==> src/verilog/cbio_pkg.sv <==
// constants shared by the cpu bus and i/o signalling block
package cbio_pkg;
   // ******************************************************************
   // pin levels
   // ******************************************************************
   localparam logic MIO_MEM     = 1'b1;
   localparam logic MIO_IO      = 1'b0;
   localparam logic RW_READ     = 1'b0;
   localparam logic RW_WRITE    = 1'b1;
   localparam logic EXT_NONE    = 1'b0;
   localparam logic EXT_EXT     = 1'b1;
   localparam logic DC_CTRL     = 1'b0;
   localparam logic DC_DATA     = 1'b1;
   // ******************************************************************
   // operation kinds presented by the user side
   // ******************************************************************
   localparam logic [2:0] OP_MEM_RD  = 3'h0;
   localparam logic [2:0] OP_MEM_WR  = 3'h1;
   localparam logic [2:0] OP_RD_CTRL = 3'h2;
   localparam logic [2:0] OP_RD_DATA = 3'h3;
   localparam logic [2:0] OP_WR_CTRL = 3'h4;
   localparam logic [2:0] OP_WR_DATA = 3'h5;
   localparam logic [2:0] OP_RD_EXT  = 3'h6;
   localparam logic [2:0] OP_WR_EXT  = 3'h7;
   // ******************************************************************
   // status flag update kinds
   // ******************************************************************
   localparam logic [1:0] FL_NONE   = 2'h0;
   localparam logic [1:0] FL_LOAD   = 2'h1;
   localparam logic [1:0] FL_PRESET = 2'h2;
   localparam logic [1:0] FL_CLEAR  = 2'h3;
   // ******************************************************************
   // widths, reset values and timing
   // ******************************************************************
   localparam int         ADR_W       = 15;
   localparam logic [14:0] ADR_RST    = 15'h0000;
   localparam logic [7:0]  DATA_RST   = 8'h00;
   localparam logic        FLAG_RST   = 1'b0;
   localparam int          CLK_MHZ    = 50;
   localparam int          WRP_NS     = 40;
   localparam int          WRP_CYC    = (WRP_NS * CLK_MHZ + 999) / 1000;
endpackage

==> src/verilog/cbio_core.sv <==
// external bus sequencer with flag and sense handling
`timescale 1ns/100ps
`default_nettype none
// Operation
// - high reset pulse resets the device
// - low hold input suspends bus sequencing
// - address_float_in high floats address outputs
// - databus_float_in high floats data lines
// - write cycles issue high write_strobe pulse
// - flag pin mirrors status word bit
// - flag change lands in final cycle
// - sense bit always follows input pin
// - non-extended i/o moves exactly one byte
// - read data/control differ only in select
// - write data/control differ only in select
// - one-byte i/o: io, non-extended, no address
// - read_write_select low read, high write
// - control write encodes io, write, ne, control
// - read_extended drives device address, loads data
// - write_extended drives address and data together
// - extended: address held through whole request
// - wait in second state until acknowledge low
module cbio_core (
   // clock and reset
   input  wire logic        sys_clk,
   input  wire logic        rst_b,
   input  wire logic        reset_in,
   // execution unit side
   input  wire logic        op_start,
   input  wire logic [2:0]  op_kind,
   input  wire logic [14:0] op_addr,
   input  wire logic [7:0]  op_wdata,
   output logic             op_done_ff,
   output logic [7:0]       op_rdata_ff,
   input  wire logic        halt_req,
   input  wire logic [1:0]  flag_op,
   input  wire logic        flag_val,
   output logic             sense_bit_ff,
   output logic             busy_ff,
   // control pins
   input  wire logic        hold_execution_in,
   input  wire logic        address_float_in,
   input  wire logic        databus_float_in,
   input  wire logic        operation_acknowledge,
   input  wire logic        direct_input_bit,
   input  wire logic        interrupt_request_n,
   input  wire logic        int_ack_cycle,
   output logic             interrupt_acknowledge_ff,
   output logic             operation_request_ff,
   output logic             memory_io_select_ff,
   output logic             read_write_select_ff,
   output logic             extended_select_ff,
   output logic             data_control_select_ff,
   output logic             write_strobe,
   output logic             direct_output_bit_ff,
   output logic             running_indicator_ff,
   // address and data pins
   output logic [12:0]      address_lines_low_ff,
   output logic             address_oe_ff,
   input  wire logic [7:0]  data_lines_in,
   output logic [7:0]       data_lines_out_ff,
   output logic             data_lines_oe_ff
);
   // ******************************************************************
   // reset synchroniser
   // ******************************************************************
   logic rs1_ff, rs2_ff;
   wire logic arst_b = rst_b & ~reset_in;
   always_ff @(posedge sys_clk or negedge arst_b) begin
      if (!arst_b) begin
         rs1_ff <= 1'b0;
         rs2_ff <= 1'b0;
      end else begin
         rs1_ff <= 1'b1;
         rs2_ff <= rs1_ff;
      end
   end
   wire logic rstn = rs2_ff;

   // ******************************************************************
   // bus cycle state machine
   // ******************************************************************
   typedef enum logic [3:0] {
      ST_IDLE = 4'b0001,
      ST_T1   = 4'b0010,
      ST_T2   = 4'b0100,
      ST_T3   = 4'b1000
   } cbio_st_e;
   cbio_st_e st_ff, nxt_st;

   function automatic logic is_write(input logic [2:0] k);
      is_write = (k == cbio_pkg::OP_MEM_WR) || (k == cbio_pkg::OP_WR_CTRL) ||
                 (k == cbio_pkg::OP_WR_DATA) || (k == cbio_pkg::OP_WR_EXT);
   endfunction
   function automatic logic is_mem(input logic [2:0] k);
      is_mem = (k == cbio_pkg::OP_MEM_RD) || (k == cbio_pkg::OP_MEM_WR);
   endfunction
   function automatic logic is_ext(input logic [2:0] k);
      is_ext = (k == cbio_pkg::OP_RD_EXT) || (k == cbio_pkg::OP_WR_EXT);
   endfunction

   logic [2:0]  kind_ff;
   logic        ack_seen;
   wire logic   start_ok = op_start & hold_execution_in & (st_ff == ST_IDLE);
   // acknowledge sampled while in the second state
   assign ack_seen = (st_ff == ST_T2) & ~operation_acknowledge;

   // next state; the hold input only blocks new cycles so a bus cycle in
   // flight is never torn down half way
   always_comb begin
      nxt_st = st_ff;
      case (st_ff)
         ST_IDLE: if (start_ok) nxt_st = ST_T1;
         ST_T1:   nxt_st = ST_T2;
         ST_T2:   if (ack_seen) nxt_st = ST_T3;
         ST_T3:   nxt_st = ST_IDLE;
         default: nxt_st = ST_IDLE;
      endcase
   end

   always_ff @(posedge sys_clk or negedge rstn) begin
      if (!rstn) st_ff <= ST_IDLE;
      else st_ff <= nxt_st;
   end

   // ******************************************************************
   // pin encoding for the captured operation
   // ******************************************************************
   wire logic       cur_wr   = is_write(op_kind);
   wire logic       cur_mem  = is_mem(op_kind);
   wire logic       cur_ext  = is_ext(op_kind);
   wire logic       cur_dc   = (op_kind == cbio_pkg::OP_RD_DATA) ||
                               (op_kind == cbio_pkg::OP_WR_DATA);
   // memory uses bits 13 and 14 as address
   // one-byte io: non-extended, select valid, address zero
   // extended: second byte on low address lines
   wire logic [12:0] cur_adr = cur_mem ? op_addr[12:0] :
                               cur_ext ? {5'h00, op_addr[7:0]} : 13'h0000;
   wire logic       cur_e    = cur_mem ? op_addr[13] :
                               (cur_ext ? cbio_pkg::EXT_EXT : cbio_pkg::EXT_NONE);
   // data/control is a don't-care on extended cycles, held at data
   // read data versus control only in this select
   wire logic       cur_d    = cur_mem ? op_addr[14] :
                               (cur_ext | cur_dc ? cbio_pkg::DC_DATA : cbio_pkg::DC_CTRL);

   // control write: io, write, non-extended, control
   always_ff @(posedge sys_clk or negedge rstn) begin
      if (!rstn) begin
         kind_ff                <= 3'h0;
         memory_io_select_ff    <= cbio_pkg::MIO_MEM;
         read_write_select_ff   <= cbio_pkg::RW_READ;
         extended_select_ff     <= cbio_pkg::EXT_NONE;
         data_control_select_ff <= cbio_pkg::DC_CTRL;
         data_lines_out_ff      <= cbio_pkg::DATA_RST;
      end else if (start_ok) begin
         kind_ff                <= op_kind;
         memory_io_select_ff    <= cur_mem ? cbio_pkg::MIO_MEM : cbio_pkg::MIO_IO;
         read_write_select_ff   <= cur_wr ? cbio_pkg::RW_WRITE : cbio_pkg::RW_READ;
         extended_select_ff     <= cur_e;
         data_control_select_ff <= cur_d;
         data_lines_out_ff      <= op_wdata;
      end
   end

   // ******************************************************************
   // request, data capture and completion
   // ******************************************************************
   wire logic wr_cur = is_write(kind_ff);
   // one byte per operation, request drops after acknowledge
   always_ff @(posedge sys_clk or negedge rstn) begin
      if (!rstn) begin
         operation_request_ff     <= 1'b0;
         interrupt_acknowledge_ff <= 1'b0;
         op_rdata_ff              <= cbio_pkg::DATA_RST;
         op_done_ff               <= 1'b0;
         busy_ff                  <= 1'b0;
      end else begin
         operation_request_ff     <= (nxt_st == ST_T1) | (nxt_st == ST_T2);
         if (start_ok) interrupt_acknowledge_ff <= int_ack_cycle;
         else if (st_ff == ST_T3) interrupt_acknowledge_ff <= 1'b0;
         op_done_ff <= ack_seen;
         busy_ff    <= nxt_st != ST_IDLE;
         if (ack_seen && !wr_cur) op_rdata_ff <= data_lines_in;
      end
   end

   // strobe fired on acknowledge of a write
   cbio_wrp_gen u_wrp (
      .clk      (sys_clk),
      .rst_b    (rstn),
      .fire     (ack_seen & wr_cur),
      .pulse_ff (write_strobe)
   );

   // ******************************************************************
   // pin drivers, flag, sense and run indicator
   // ******************************************************************
   // address float
   // write data driven one cycle behind the request, from the second state through the third
   always_ff @(posedge sys_clk or negedge rstn) begin
      if (!rstn) begin
         address_lines_low_ff <= 13'h0000;
         address_oe_ff        <= 1'b0;
         data_lines_oe_ff     <= 1'b0;
      end else begin
         // loaded with the start so the address stands for the whole request
         if (start_ok) address_lines_low_ff <= cur_adr;
         address_oe_ff        <= ~address_float_in;
         data_lines_oe_ff     <= ~databus_float_in & wr_cur &
                                 ((st_ff == ST_T1) | (st_ff == ST_T2));
      end
   end

   // flag pin mirrors the status bit
   // update taken in the instruction's final cycle
   // sense follows the pin every cycle
   // run high unless halted or held
   always_ff @(posedge sys_clk or negedge rstn) begin
      if (!rstn) begin
         direct_output_bit_ff <= cbio_pkg::FLAG_RST;
         sense_bit_ff         <= 1'b0;
         running_indicator_ff <= 1'b0;
      end else begin
         case (flag_op)
            cbio_pkg::FL_LOAD:   direct_output_bit_ff <= flag_val;
            cbio_pkg::FL_PRESET: direct_output_bit_ff <= 1'b1;
            cbio_pkg::FL_CLEAR:  direct_output_bit_ff <= 1'b0;
            default:             direct_output_bit_ff <= direct_output_bit_ff;
         endcase
         sense_bit_ff         <= direct_input_bit;
         running_indicator_ff <= hold_execution_in & ~halt_req;
      end
   end
endmodule
`default_nettype wire

==> src/verilog/cbio_wrp_gen.sv <==
// write strobe pulse generator of fixed width
`timescale 1ns/100ps
`default_nettype none
module cbio_wrp_gen (
   // clock and reset
   input  wire logic clk,
   input  wire logic rst_b,
   // control
   input  wire logic fire,
   output var  logic pulse_ff
);
   logic [3:0] cnt_ff;
   wire logic  last = (cnt_ff == 4'h1);

   // count down the strobe width
   always_ff @(posedge clk or negedge rst_b) begin
      if (!rst_b) begin
         cnt_ff   <= 4'h0;
         pulse_ff <= 1'b0;
      end else if (fire) begin
         cnt_ff   <= 4'(cbio_pkg::WRP_CYC);
         pulse_ff <= 1'b1;
      end else if (cnt_ff != 4'h0) begin
         cnt_ff   <= cnt_ff - 4'h1;
         pulse_ff <= !last;
      end
   end
endmodule
`default_nettype wire

==> config.mk <==
export PLATFORM = sky130hd
export DESIGN_NAME = cbio_core
export DESIGN_NICKNAME = d
export VERILOG_FILES = /design/src/verilog/cbio_pkg.sv /design/src/verilog/cbio_core.sv /design/src/verilog/cbio_wrp_gen.sv
export SDC_FILE = /design/constraint.sdc
export NUM_CORES = 1
export LEC_CHECK = 0
export BUFFER_PORTS_ARGS = -buffer_cell sky130_fd_sc_hd__clkbuf_2
export CORE_MARGIN = 3
export CORE_UTILIZATION = 48
export CTS_CLUSTER_DIAMETER = 200
export CTS_CLUSTER_SIZE = 40
export DETAILED_ROUTE_END_ITERATION = 16
export GPL_TIMING_DRIVEN = 0
export PLACE_DENSITY_LB_ADDON = 0.08
export SLEW_MARGIN = 25
export SYNTH_ARGS = -nofsm -noshare
export SYNTH_HDL_FRONTEND = slang
export SYNTH_SLANG_ARGS = --single-unit
==> constraint.sdc <==
create_clock -name sys_clk -period 2.3 [get_ports sys_clk]
set_input_delay 0.345 -clock sys_clk [delete_from_list [all_inputs] [get_ports sys_clk]]
set_output_delay 0.345 -clock sys_clk [all_outputs]
set_load 0.03 [all_outputs]
==> results of run 1 <==
synthesized netlist by cell type (3+ instances only):
cell type,instances,share of area [%]
sky130_fd_sc_hd__mux2_2,8,3.8
sky130_fd_sc_hd__xnor2_1,5,1.9
sky130_fd_sc_hd__nand2_1,16,2.5
sky130_fd_sc_hd__dfrtp_1,54,57
sky130_fd_sc_hd__a21oi_1,3,0.63
sky130_fd_sc_hd__nor3_1,5,1.1
sky130_fd_sc_hd__inv_1,21,3.3
sky130_fd_sc_hd__o21ai_0,3,0.63
sky130_fd_sc_hd__mux2_4,13,8.3
sky130_fd_sc_hd__mux2i_1,16,6.8
sky130_fd_sc_hd__nor2_1,4,0.63
sky130_fd_sc_hd__nand2b_1,3,0.79
sky130_fd_sc_hd__ha_1,3,1.6
power breakdown:
group	switching, mW	internal (mW)	leakage [nW]
sequential	0.138	1.19	0.696
clock	0.306	0.244	0.0434
combinational	0.561	0.381	0.927
area by class of cell:
class / count / share of cell area [%]
sequential: 56 / 46.6
multi-input combinational: 103 / 28.2
timing repair buffer: 92 / 15.6
clock buffer: 6 / 2.74
tap: 65 / 2.69
inverter: 21 / 2.61
buffer: 4 / 1.04
clock inverter: 2 / 0.498
worst min path at each step:
stage | cells past startpoint | endpoint | startpoint | slack, ns
finish | 1 | sense_bit_ff | direct_input_bit | 0.14
global route | 1 | sense_bit_ff | direct_input_bit | 0.13
CTS | 1 | sense_bit_ff | direct_input_bit | 0.13
detailed placement | 2 | rs1_ff | reset_in | 0.26
global placement | 2 | rs1_ff | reset_in | 0.25
floorplan | 1 | rs1_ff | reset_in | 0.15
stage by stage:
step | utilization [%] | hold slack (ns) | worst slack [ns]
2_1_floorplan | - | 0.148 | 0.629
3_3_place_gp | 63.5 | 0.255 | 0.0575
3_5_place_dp | 63.5 | 0.257 | 0.506
4_1_cts | 66.1 | 0.128 | 0.483
5_1_grt | 66.1 | 0.134 | 0.373
6_report | 66.1 | 0.143 | 0.512
registers in the layout, indices dropped and copies added, names as in the netlist, 3 cells and up:
signal	flops
op_rdata_ff	8
st_ff	4
u_wrp.cnt_ff	4
kind_ff	3
data_lines_out_ff	8
address_lines_low_ff	13
layer usage:
metal	wire, microns	track usage (%)
met3	319	4.02
met5	0	0
met4	44	5.43
met2	1990	25.1
met1	1840	18.8
cells by family after synthesis:
kind of cell    synth area share, %
simple gates                   9.26
flops                          59.4
xor+xnor                       1.85
buf+inv                        4.66
compound gates                 3.86
mux                            18.8
other cells                   0.159
fa+ha+maj                      2.01
==> reports/results.ini, run 1 <==
[clock_network]
clkLatencyLatePin_ns=0.30
clk_pin_slew_ns=0.10
clkSinkCount=56
cts_root_buffer=sky130_fd_sc_hd__clkbuf_8
post_cts_resized=0
cts_max_level=2
tritoncts=built
hold_fix_buffers_cts=2
cts-buffers-inserted=5
cts-root-to-sink-buffers=2
post_cts_buffers=0

[finish]
sequential_cell_area_sq_mm=0.00141
layout_commonest_cell=sky130_fd_sc_hd__clkbuf_2
areaGrowthSynthToFinish_pct=27.6
final_cell_area_sq_mm=0.00302
stdcell_count=349
num_antenna_cells=0
total_of_fill_cells_in_the_finished_design=383
share_of_layout_cells_above_drive_strength_1_pct=45.1
multi_input_comb_area_sq_um=851
finish.net_count=335
mostFrequentLayoutCells=90 x sky130_fd_sc_hd__clkbuf_2, 53 x sky130_fd_sc_hd__dfrtp_1, 21 x sky130_fd_sc_hd__inv_1

[floorplanning]
boundaryPins=92
die_area_sq_mm=0.00580
die_h_microns=76.2
placementRows=24
core_area_sq_mm=0.00456
die_width_microns=76.2
starting_density_pct=51.8

[route]
drt_pre_antenna_iters=2
postRouteAntennaNets=0
drc=0
drt-initial-drc-count=68
via_per_inst=4.58
routed_wl_mm=4.19
total_via_count_in_the_routed_design=1600
drt-wirelength-per-cell_microns=12.0

[synthesis]
ys_seq_elements=56
synth_enable_flop_cells=0
synth_flop_cell=sky130_fd_sc_hd__dfrtp_1
synth_nets=236
syn-cell-area_sq_mm=0.00236
synth.avg_cell_area_sq_um=12.9
synth.yosys.warnings=0
synthDistinctLibCells=37
synthesis.instances=184
synth_sequential_area_ratio_pct=59.4
async_flop_share_pct=100

[place]
gp_congestion=0.704
place_hpwl_mm=3.11
postPlaceCellArea_sq_mm=0.00290
count_of_placed_standard_cells_including_taps=339
io_buffer_count=90

[power_and_ir_drop]
power-per-cell-area_mw_per_mm2=936
peakVddDrop_mv=0.491
power.total_mw=2.82
leakagePower_nw=1.67

[setup_path]
worst_setup_startpoint=st_ff[1]
series_of_cell_instances_along_the_critical_path=or2_1, or3_1, clkbuf_1, buf_6, mux2_4
worst_setup_end_kind=flop
start_kind=flop
critPathArrivalTime_ns=1.98
startpoint_of_the_lowest_slack_register_to_register_path=st_ff[1]
crit_path_top_delay_cell=sky130_fd_sc_hd__dfrtp_1
cp_max_fo=10
worstPathBufferInverterCount=2
worst_r2r_endpoint=kind_ff[2]
crit_required_ns=2.49
worstSetupPathType=reg2reg
worst_path_dominant_cell_family=simple AND/OR/NAND/NOR gates
cp_slowest_stage_delay_ns=0.44
reg2reg_setup_slack_ns=0.51
worst_r2r_path_depth=5
cp-endpoint=kind_ff[2]
path_depth=5

[grt]
grt_pass1_wl_mm=7.18
groute.usage.overall_pct=15.0
largest_net_degree_at_the_start_of_global_routing=55
initial_antenna_violation_count=0
grt-ovfl-total=0
grt_pass1_vias=1636

[sta]
post_layout_min_period_ns=1.79
hold_viol=0
max_clock_freq_mhz=559
report.final.setup_viol=0
clock-skew-final_ns=0.00693
worst_pin_slew_ns=0.721
fin_crit_sh_pct=77.7
maxSlewViolCount=0
rsz0062_at_grt=false
relSlewSlack_pct=51.6
setup_tns_ns=0

[outcome]
outcome=finished clean

[min_path]
worstHoldPathType=in2reg

[job]
number_of_maximum_capacitance_constraint_violations=0

(Power assumes the default switching activity.)
==> run 2: changes to the inputs <==
- CORE_UTILIZATION: 48 -> 43
- clock period: 2.3 -> 1.5 ns (I/O delays scaled with it)
==> reports/results.ini, run 2 (synthesis gave the netlist of run 1 again) <==
[floorplanning]
core_area_sq_mm=0.00520
die_h_microns=80.2
placementRows=26
boundaryPins=92
starting_density_pct=45.4
die_width_microns=80.2
die_area_sq_mm=0.00643

[sta]
fin_worst_hold_slack_ns=0.0242
rsz0062_at_grt=true
hold_viol=0
post_layout_min_period_ns=1.61
worst_pin_slew_ns=0.724
clock-skew-final_ns=0.00504
report.final.setup_viol=36
fin_crit_sh_pct=108
maxSlewViolCount=0
relSlewSlack_pct=51.4
setup_ws_ns=-0.115
max_clock_freq_mhz=619

[route]
drt-initial-drc-count=36
via_per_inst=4.54
total_via_count_in_the_routed_design=1649
postRouteAntennaNets=0
drc=0
drt-wirelength-per-cell_microns=12.4
routed_wl_mm=4.49
drt_pre_antenna_iters=4

[clock_network]
cts-root-to-sink-buffers=2
cts-buffers-inserted=5
tritoncts=built
cts_root_buffer=sky130_fd_sc_hd__clkbuf_8
cts_max_level=2
clkLatencyLatePin_ns=0.30
clkSinkCount=56
clk_pin_slew_ns=0.09

[place]
io_buffer_count=90
gp_congestion=0.767
place_hpwl_mm=3.19

[setup_path]
startpoint_of_the_lowest_slack_register_to_register_path=st_ff[0]
worst_r2r_path_depth=4
start_kind=flop
critPathArrivalTime_ns=1.81
reg2reg_setup_slack_ns=-0.11
worst_setup_end_kind=flop
cp_max_fo=5
worst_r2r_endpoint=kind_ff[2]
crit_required_ns=1.69
worstSetupPathType=reg2reg

[power_and_ir_drop]
leakagePower_nw=1.75
power_switching_share_pct=35.4
pwr-share-clk_pct=18.5
intPower_mw=2.87
power_switching_mw=1.57
power-per-cell-area_mw_per_mm2=1400
peakVddDrop_mv=0.841
power.share.combinational_pct=35.2
seq_power_share_pct=46.3

[finish]
mostFrequentLayoutCells=90 x sky130_fd_sc_hd__clkbuf_2, 53 x sky130_fd_sc_hd__dfrtp_1, 21 x sky130_fd_sc_hd__inv_1
fin_util_pct=61.1
finish.net_count=344
areaGrowthSynthToFinish_pct=34.6
layout_commonest_cell=sky130_fd_sc_hd__clkbuf_2
largest-register=address_lines_low_ff
total_of_fill_cells_in_the_finished_design=442
flip_flop_count_of_the_largest_register_all_copies_and_words_added=13
share_of_layout_cells_above_drive_strength_1_pct=48.1
top_regs=address_lines_low_ff x13, data_lines_out_ff x8, op_rdata_ff x8
num_antenna_cells=0

[grt]
initial_antenna_violation_count=0
largest_net_degree_at_the_start_of_global_routing=55
grt_pass1_wl_mm=7.23
grt_pass1_vias=1599
grt-ovfl-total=0
groute.usage.overall_pct=14.4

[outcome]
outcome=complete, but fails checks
failing_checks=negative setup slack

[min_path]
worstHoldStart=direct_input_bit
hold_end=sense_bit_ff
worstHoldPathType=in2reg
worst_hold_path.num_cells=1

[job]
number_of_maximum_capacitance_constraint_violations=0

[run 2: changes by cell type in the layout (fill, tap and decap cells not counted), sizes merged]
cell      delta
clkbuf       +1
buf         +10
clkinvlp     -2
[run 2: critical path, stage by stage, from the launching register on]
cell,delay (ns)
sky130_fd_sc_hd__dfstp_2,0.54
sky130_fd_sc_hd__nand3_2,0.06
sky130_fd_sc_hd__or3_4,0.44
sky130_fd_sc_hd__buf_16,0.17
sky130_fd_sc_hd__mux2_4,0.29
[run 2: per-stage QoR]
stage	instances	area, sq um	power, mW	setup TNS, ns	setup slack (ns)
floorplan	184	2370	3.11	-2.05	-0.131
global placement	344	2910	3.51	-6.98	-0.262
detailed placement	344	2910	3.54	-7.37	-0.291
CTS	362	3160	4.46	-2.66	-0.128
global route	363	3180	4.74	-4.46	-0.168
finish	363	3180	4.44	-2.41	-0.115
[run 2: layer usage]
layer | routed length (microns) | GRT usage, % | vias up
li1 | - | - | 825
met1 | 1880 | 17.7 | 762
met2 | 2180 | 23.5 | 56
met3 | 367 | 5.04 | 6
met4 | 65 | 5.07 | 0
met5 | 0 | 0 | -
[run 2: power groups by stage]
stage               sequential (mW)  clock (mW)  combinational [mW]
finish                         2.06       0.822                1.56
global route                   2.11       0.918                1.71
CTS                            2.05       0.869                1.55
detailed placement             2.07           0                1.47
global placement               2.07           0                1.44
floorplan                      2.50           0               0.608
[run 2: worst max path at each step]
| stage | end | cells past startpoint | from | slack (ns) |
|---|---|---|---|---|
| 2_1_floorplan | data_lines_out_ff[3] | 5 | st_ff[2] | -0.13 |
| 3_3_place_gp | op_rdata_ff[0] | 3 | st_ff[3] | -0.26 |
| 3_5_place_dp | op_rdata_ff[0] | 3 | st_ff[3] | -0.29 |
| 4_1_cts | data_lines_out_ff[0] | 4 | st_ff[1] | -0.13 |
| 5_1_grt | data_lines_out_ff[0] | 4 | st_ff[0] | -0.17 |
| 6_report | kind_ff[2] | 4 | st_ff[0] | -0.11 |
[run 2: layout make-up]
cell class,instances,area [sq um],area share [%]
Sequential cell,56,1410,44.2
Tap cell,70,87.6,2.75
Timing Repair Buffer,102,582,18.3
Inverter,21,78.8,2.48
Clock buffer,8,90.1,2.83
Buffer,3,45.0,1.42
Multi-Input combinational cell,103,891,28.0
[run 2: repair_timing]
action / 4_1_cts / 5_1_grt
endpoints found under the hold margin: 2 / 0
buffers inserted: 8 / 1
hold buffers: 2 / 0
cloned: 1 / 0
endpoints found under the setup margin: 43 / 40
gates resized for setup: 10 / 2
pin swaps: 3 / 1
==> run 3: changes to the inputs <==
- ABC_AREA: not set -> 1
- TNS_END_PERCENT: not set -> 20
==> reports/results.ini, run 3 <==
[synthesis]
synth_enable_flop_cells=0
async_flop_share_pct=100
synthTopCellsByArea=sky130_fd_sc_hd__dfrtp_1 60%, sky130_fd_sc_hd__nand2_1 16%, sky130_fd_sc_hd__o21ai_1 3.1%, sky130_fd_sc_hd__inv_1 3.0%, sky130_fd_sc_hd__nand3_1 2.9%
post-synth-top-area-fraction_pct=59.5
synth.cells.most_frequent=94 x sky130_fd_sc_hd__nand2_1, 54 x sky130_fd_sc_hd__dfrtp_1, 18 x sky130_fd_sc_hd__inv_1, 15 x sky130_fd_sc_hd__nor2_1, 14 x sky130_fd_sc_hd__o21ai_1
ys_seq_elements=56
synthDistinctLibCells=24
synth_nets=298
synth_sequential_area_ratio_pct=61.9
yosys.cell_count.top_type=sky130_fd_sc_hd__nand2_1
synth.yosys.warnings=0
synth.avg_cell_area_sq_um=9.23
synthesis.instances=246
synth_flop_cell=sky130_fd_sc_hd__dfrtp_1
syn-cell-area_sq_mm=0.00227
post-synth-top-area-cell=sky130_fd_sc_hd__dfrtp_1

[floorplanning]
starting_density_pct=46.2
die_area_sq_mm=0.00619
placementRows=25
die_width_microns=78.7
boundaryPins=92
core_area_sq_mm=0.00491
die_h_microns=78.7

[sta]
maxSlewViolCount=0
clock-skew-final_ns=0.00906
rsz0062_at_grt=false
hold_viol=0
post_layout_min_period_ns=1.34
worst_pin_slew_ns=0.684
fin_worst_hold_slack_ns=0.0258
setup_tns_ns=0
setup_ws_ns=0.165
report.final.setup_viol=0
relSlewSlack_pct=54.4
max_clock_freq_mhz=749
fin_crit_sh_pct=89.0

[finish]
flip_flop_count_of_the_largest_register_all_copies_and_words_added=13
mostFrequentLayoutCells=94 x sky130_fd_sc_hd__nand2_1, 90 x sky130_fd_sc_hd__clkbuf_2, 53 x sky130_fd_sc_hd__dfrtp_1
num_antenna_cells=0
stdcell_count=413
total_of_fill_cells_in_the_finished_design=472
largest-register=address_lines_low_ff
layout_commonest_cell=sky130_fd_sc_hd__nand2_1
areaGrowthSynthToFinish_pct=28.7
finish.net_count=397
top_regs=address_lines_low_ff x13, data_lines_out_ff x8, op_rdata_ff x8
share_of_layout_cells_above_drive_strength_1_pct=34.1

[setup_path]
worst_setup_end_kind=flop
worst_setup_startpoint=st_ff[0]
reg2reg_setup_slack_ns=0.16
start_kind=flop
critPathArrivalTime_ns=1.53
cp_slowest_stage_delay_ns=0.55
series_of_cell_instances_along_the_critical_path=inv_2, nor2_2, nand3b_4, buf_2, nand2_1, o21ai_1
cp_max_fo=10
crit_path_top_delay_cell=sky130_fd_sc_hd__dfstp_2
startpoint_of_the_lowest_slack_register_to_register_path=st_ff[0]
crit_required_ns=1.69
worstSetupPathType=reg2reg

[grt]
groute.usage.overall_pct=16.4
grt_pass1_wl_mm=7.99
largest_net_degree_at_the_start_of_global_routing=55
initial_antenna_violation_count=0
grt-ovfl-total=0
grt_pass1_vias=1841

[min_path]
worstHoldStart=direct_input_bit
worstHoldPathType=in2reg

[route]
drt-initial-drc-count=85
drt-wirelength-per-cell_microns=11.2
drt_pre_antenna_iters=4
postRouteAntennaNets=0
drc=0
via_per_inst=4.46
routed_wl_mm=4.61
total_via_count_in_the_routed_design=1842

[clock_network]
cts-root-to-sink-buffers=2
tritoncts=built
cts_root_buffer=sky130_fd_sc_hd__clkbuf_8
clkSinkCount=56
clk_pin_slew_ns=0.09
clkLatencyLatePin_ns=0.31
post_cts_buffers=0
cts_max_level=2
cts-buffers-inserted=5

[place]
post_placement_worst_setup_slack_ns=0.170
gp_congestion=0.750
place_hpwl_mm=3.37
io_buffer_count=90
count_of_placed_standard_cells_including_taps=403

[outcome]
outcome=finished clean

[power_and_ir_drop]
peakVddDrop_mv=0.613
power.total_mw=3.99
power-per-cell-area_mw_per_mm2=1370
leakagePower_nw=1.70

[job]
number_of_maximum_capacitance_constraint_violations=0

## run 3: logic make-up (layout without fill, tap and decap cells)
family,count (synthesis),in the layout,synth area share [%]
compound gates,25,25,5.84
xor+xnor,3,3,1.16
fa+ha+maj,3,3,1.65
buf+inv,28,128,5.40
flops,56,56,61.9
other cells,1,1,0.165
simple gates,130,130,23.9
## run 3: worst paths after layout
path | end | cells past startpoint
max | address_lines_low_ff[5] | 6
min | sense_bit_ff | 1
max reg2reg | address_lines_low_ff[5] | 6
min reg2reg | rs2_ff | 0
max in group asynchronous | rs2_ff | 4
min in group asynchronous | rs2_ff | 4
## run 3: per-stage QoR
step	util (%)	area, sq um
5_1_grt	59.5	2920
3_3_place_gp	57.1	2810
3_5_place_dp	57.2	2810
2_1_floorplan	-	2270
6_report	59.5	2920
4_1_cts	59.5	2920
## run 3: critical path: cells and delay by family, from the launching register on
kind | cells | cell delay, ns
AO/OA/AOI/OAI | 1 | 0.05
AND/OR/NAND/NOR | 3 | 0.36
buffers and inverters | 2 | 0.26
flip-flops | 1 | 0.55
## run 3: metal layers
| layer | vias up | global-route usage (%) | part of all wire [%] | wire length [microns] |
|---|---|---|---|---|
| li1 | 956 | - | - | - |
| met1 | 827 | 20.3 | 44 | 2040 |
| met2 | 51 | 27.1 | 47 | 2170 |
| met3 | 8 | 3.56 | 7.2 | 332 |
| met4 | 0 | 7.87 | 1.6 | 75 |
| met5 | - | 0 | 0 | 0 |
## run 3: repair_timing
action | CTS | global route
hold buffers | 2 | 0
endpoints found under the hold margin | 2 | 0
gates resized for setup | 0 | 0
## run 3: cell type report
cell class | instances | area [sq um] | area share (%)
buffer | 7 | 43.8 | 1.50
clock buffer | 6 | 82.6 | 2.83
sequential | 56 | 1410 | 48.2
inverter | 21 | 78.8 | 2.70
tap | 67 | 83.8 | 2.87
timing repair buffer | 92 | 470 | 16.1
clock inverter | 2 | 10.0 | 0.343
multi-input combinational | 162 | 743 | 25.4
## run 3: report_power, final
group / internal [mW] / total, mW / switching, mW
registers: 1.78 / 1.95 / 0.173
logic: 0.401 / 1.21 / 0.805
clock network: 0.369 / 0.835 / 0.465
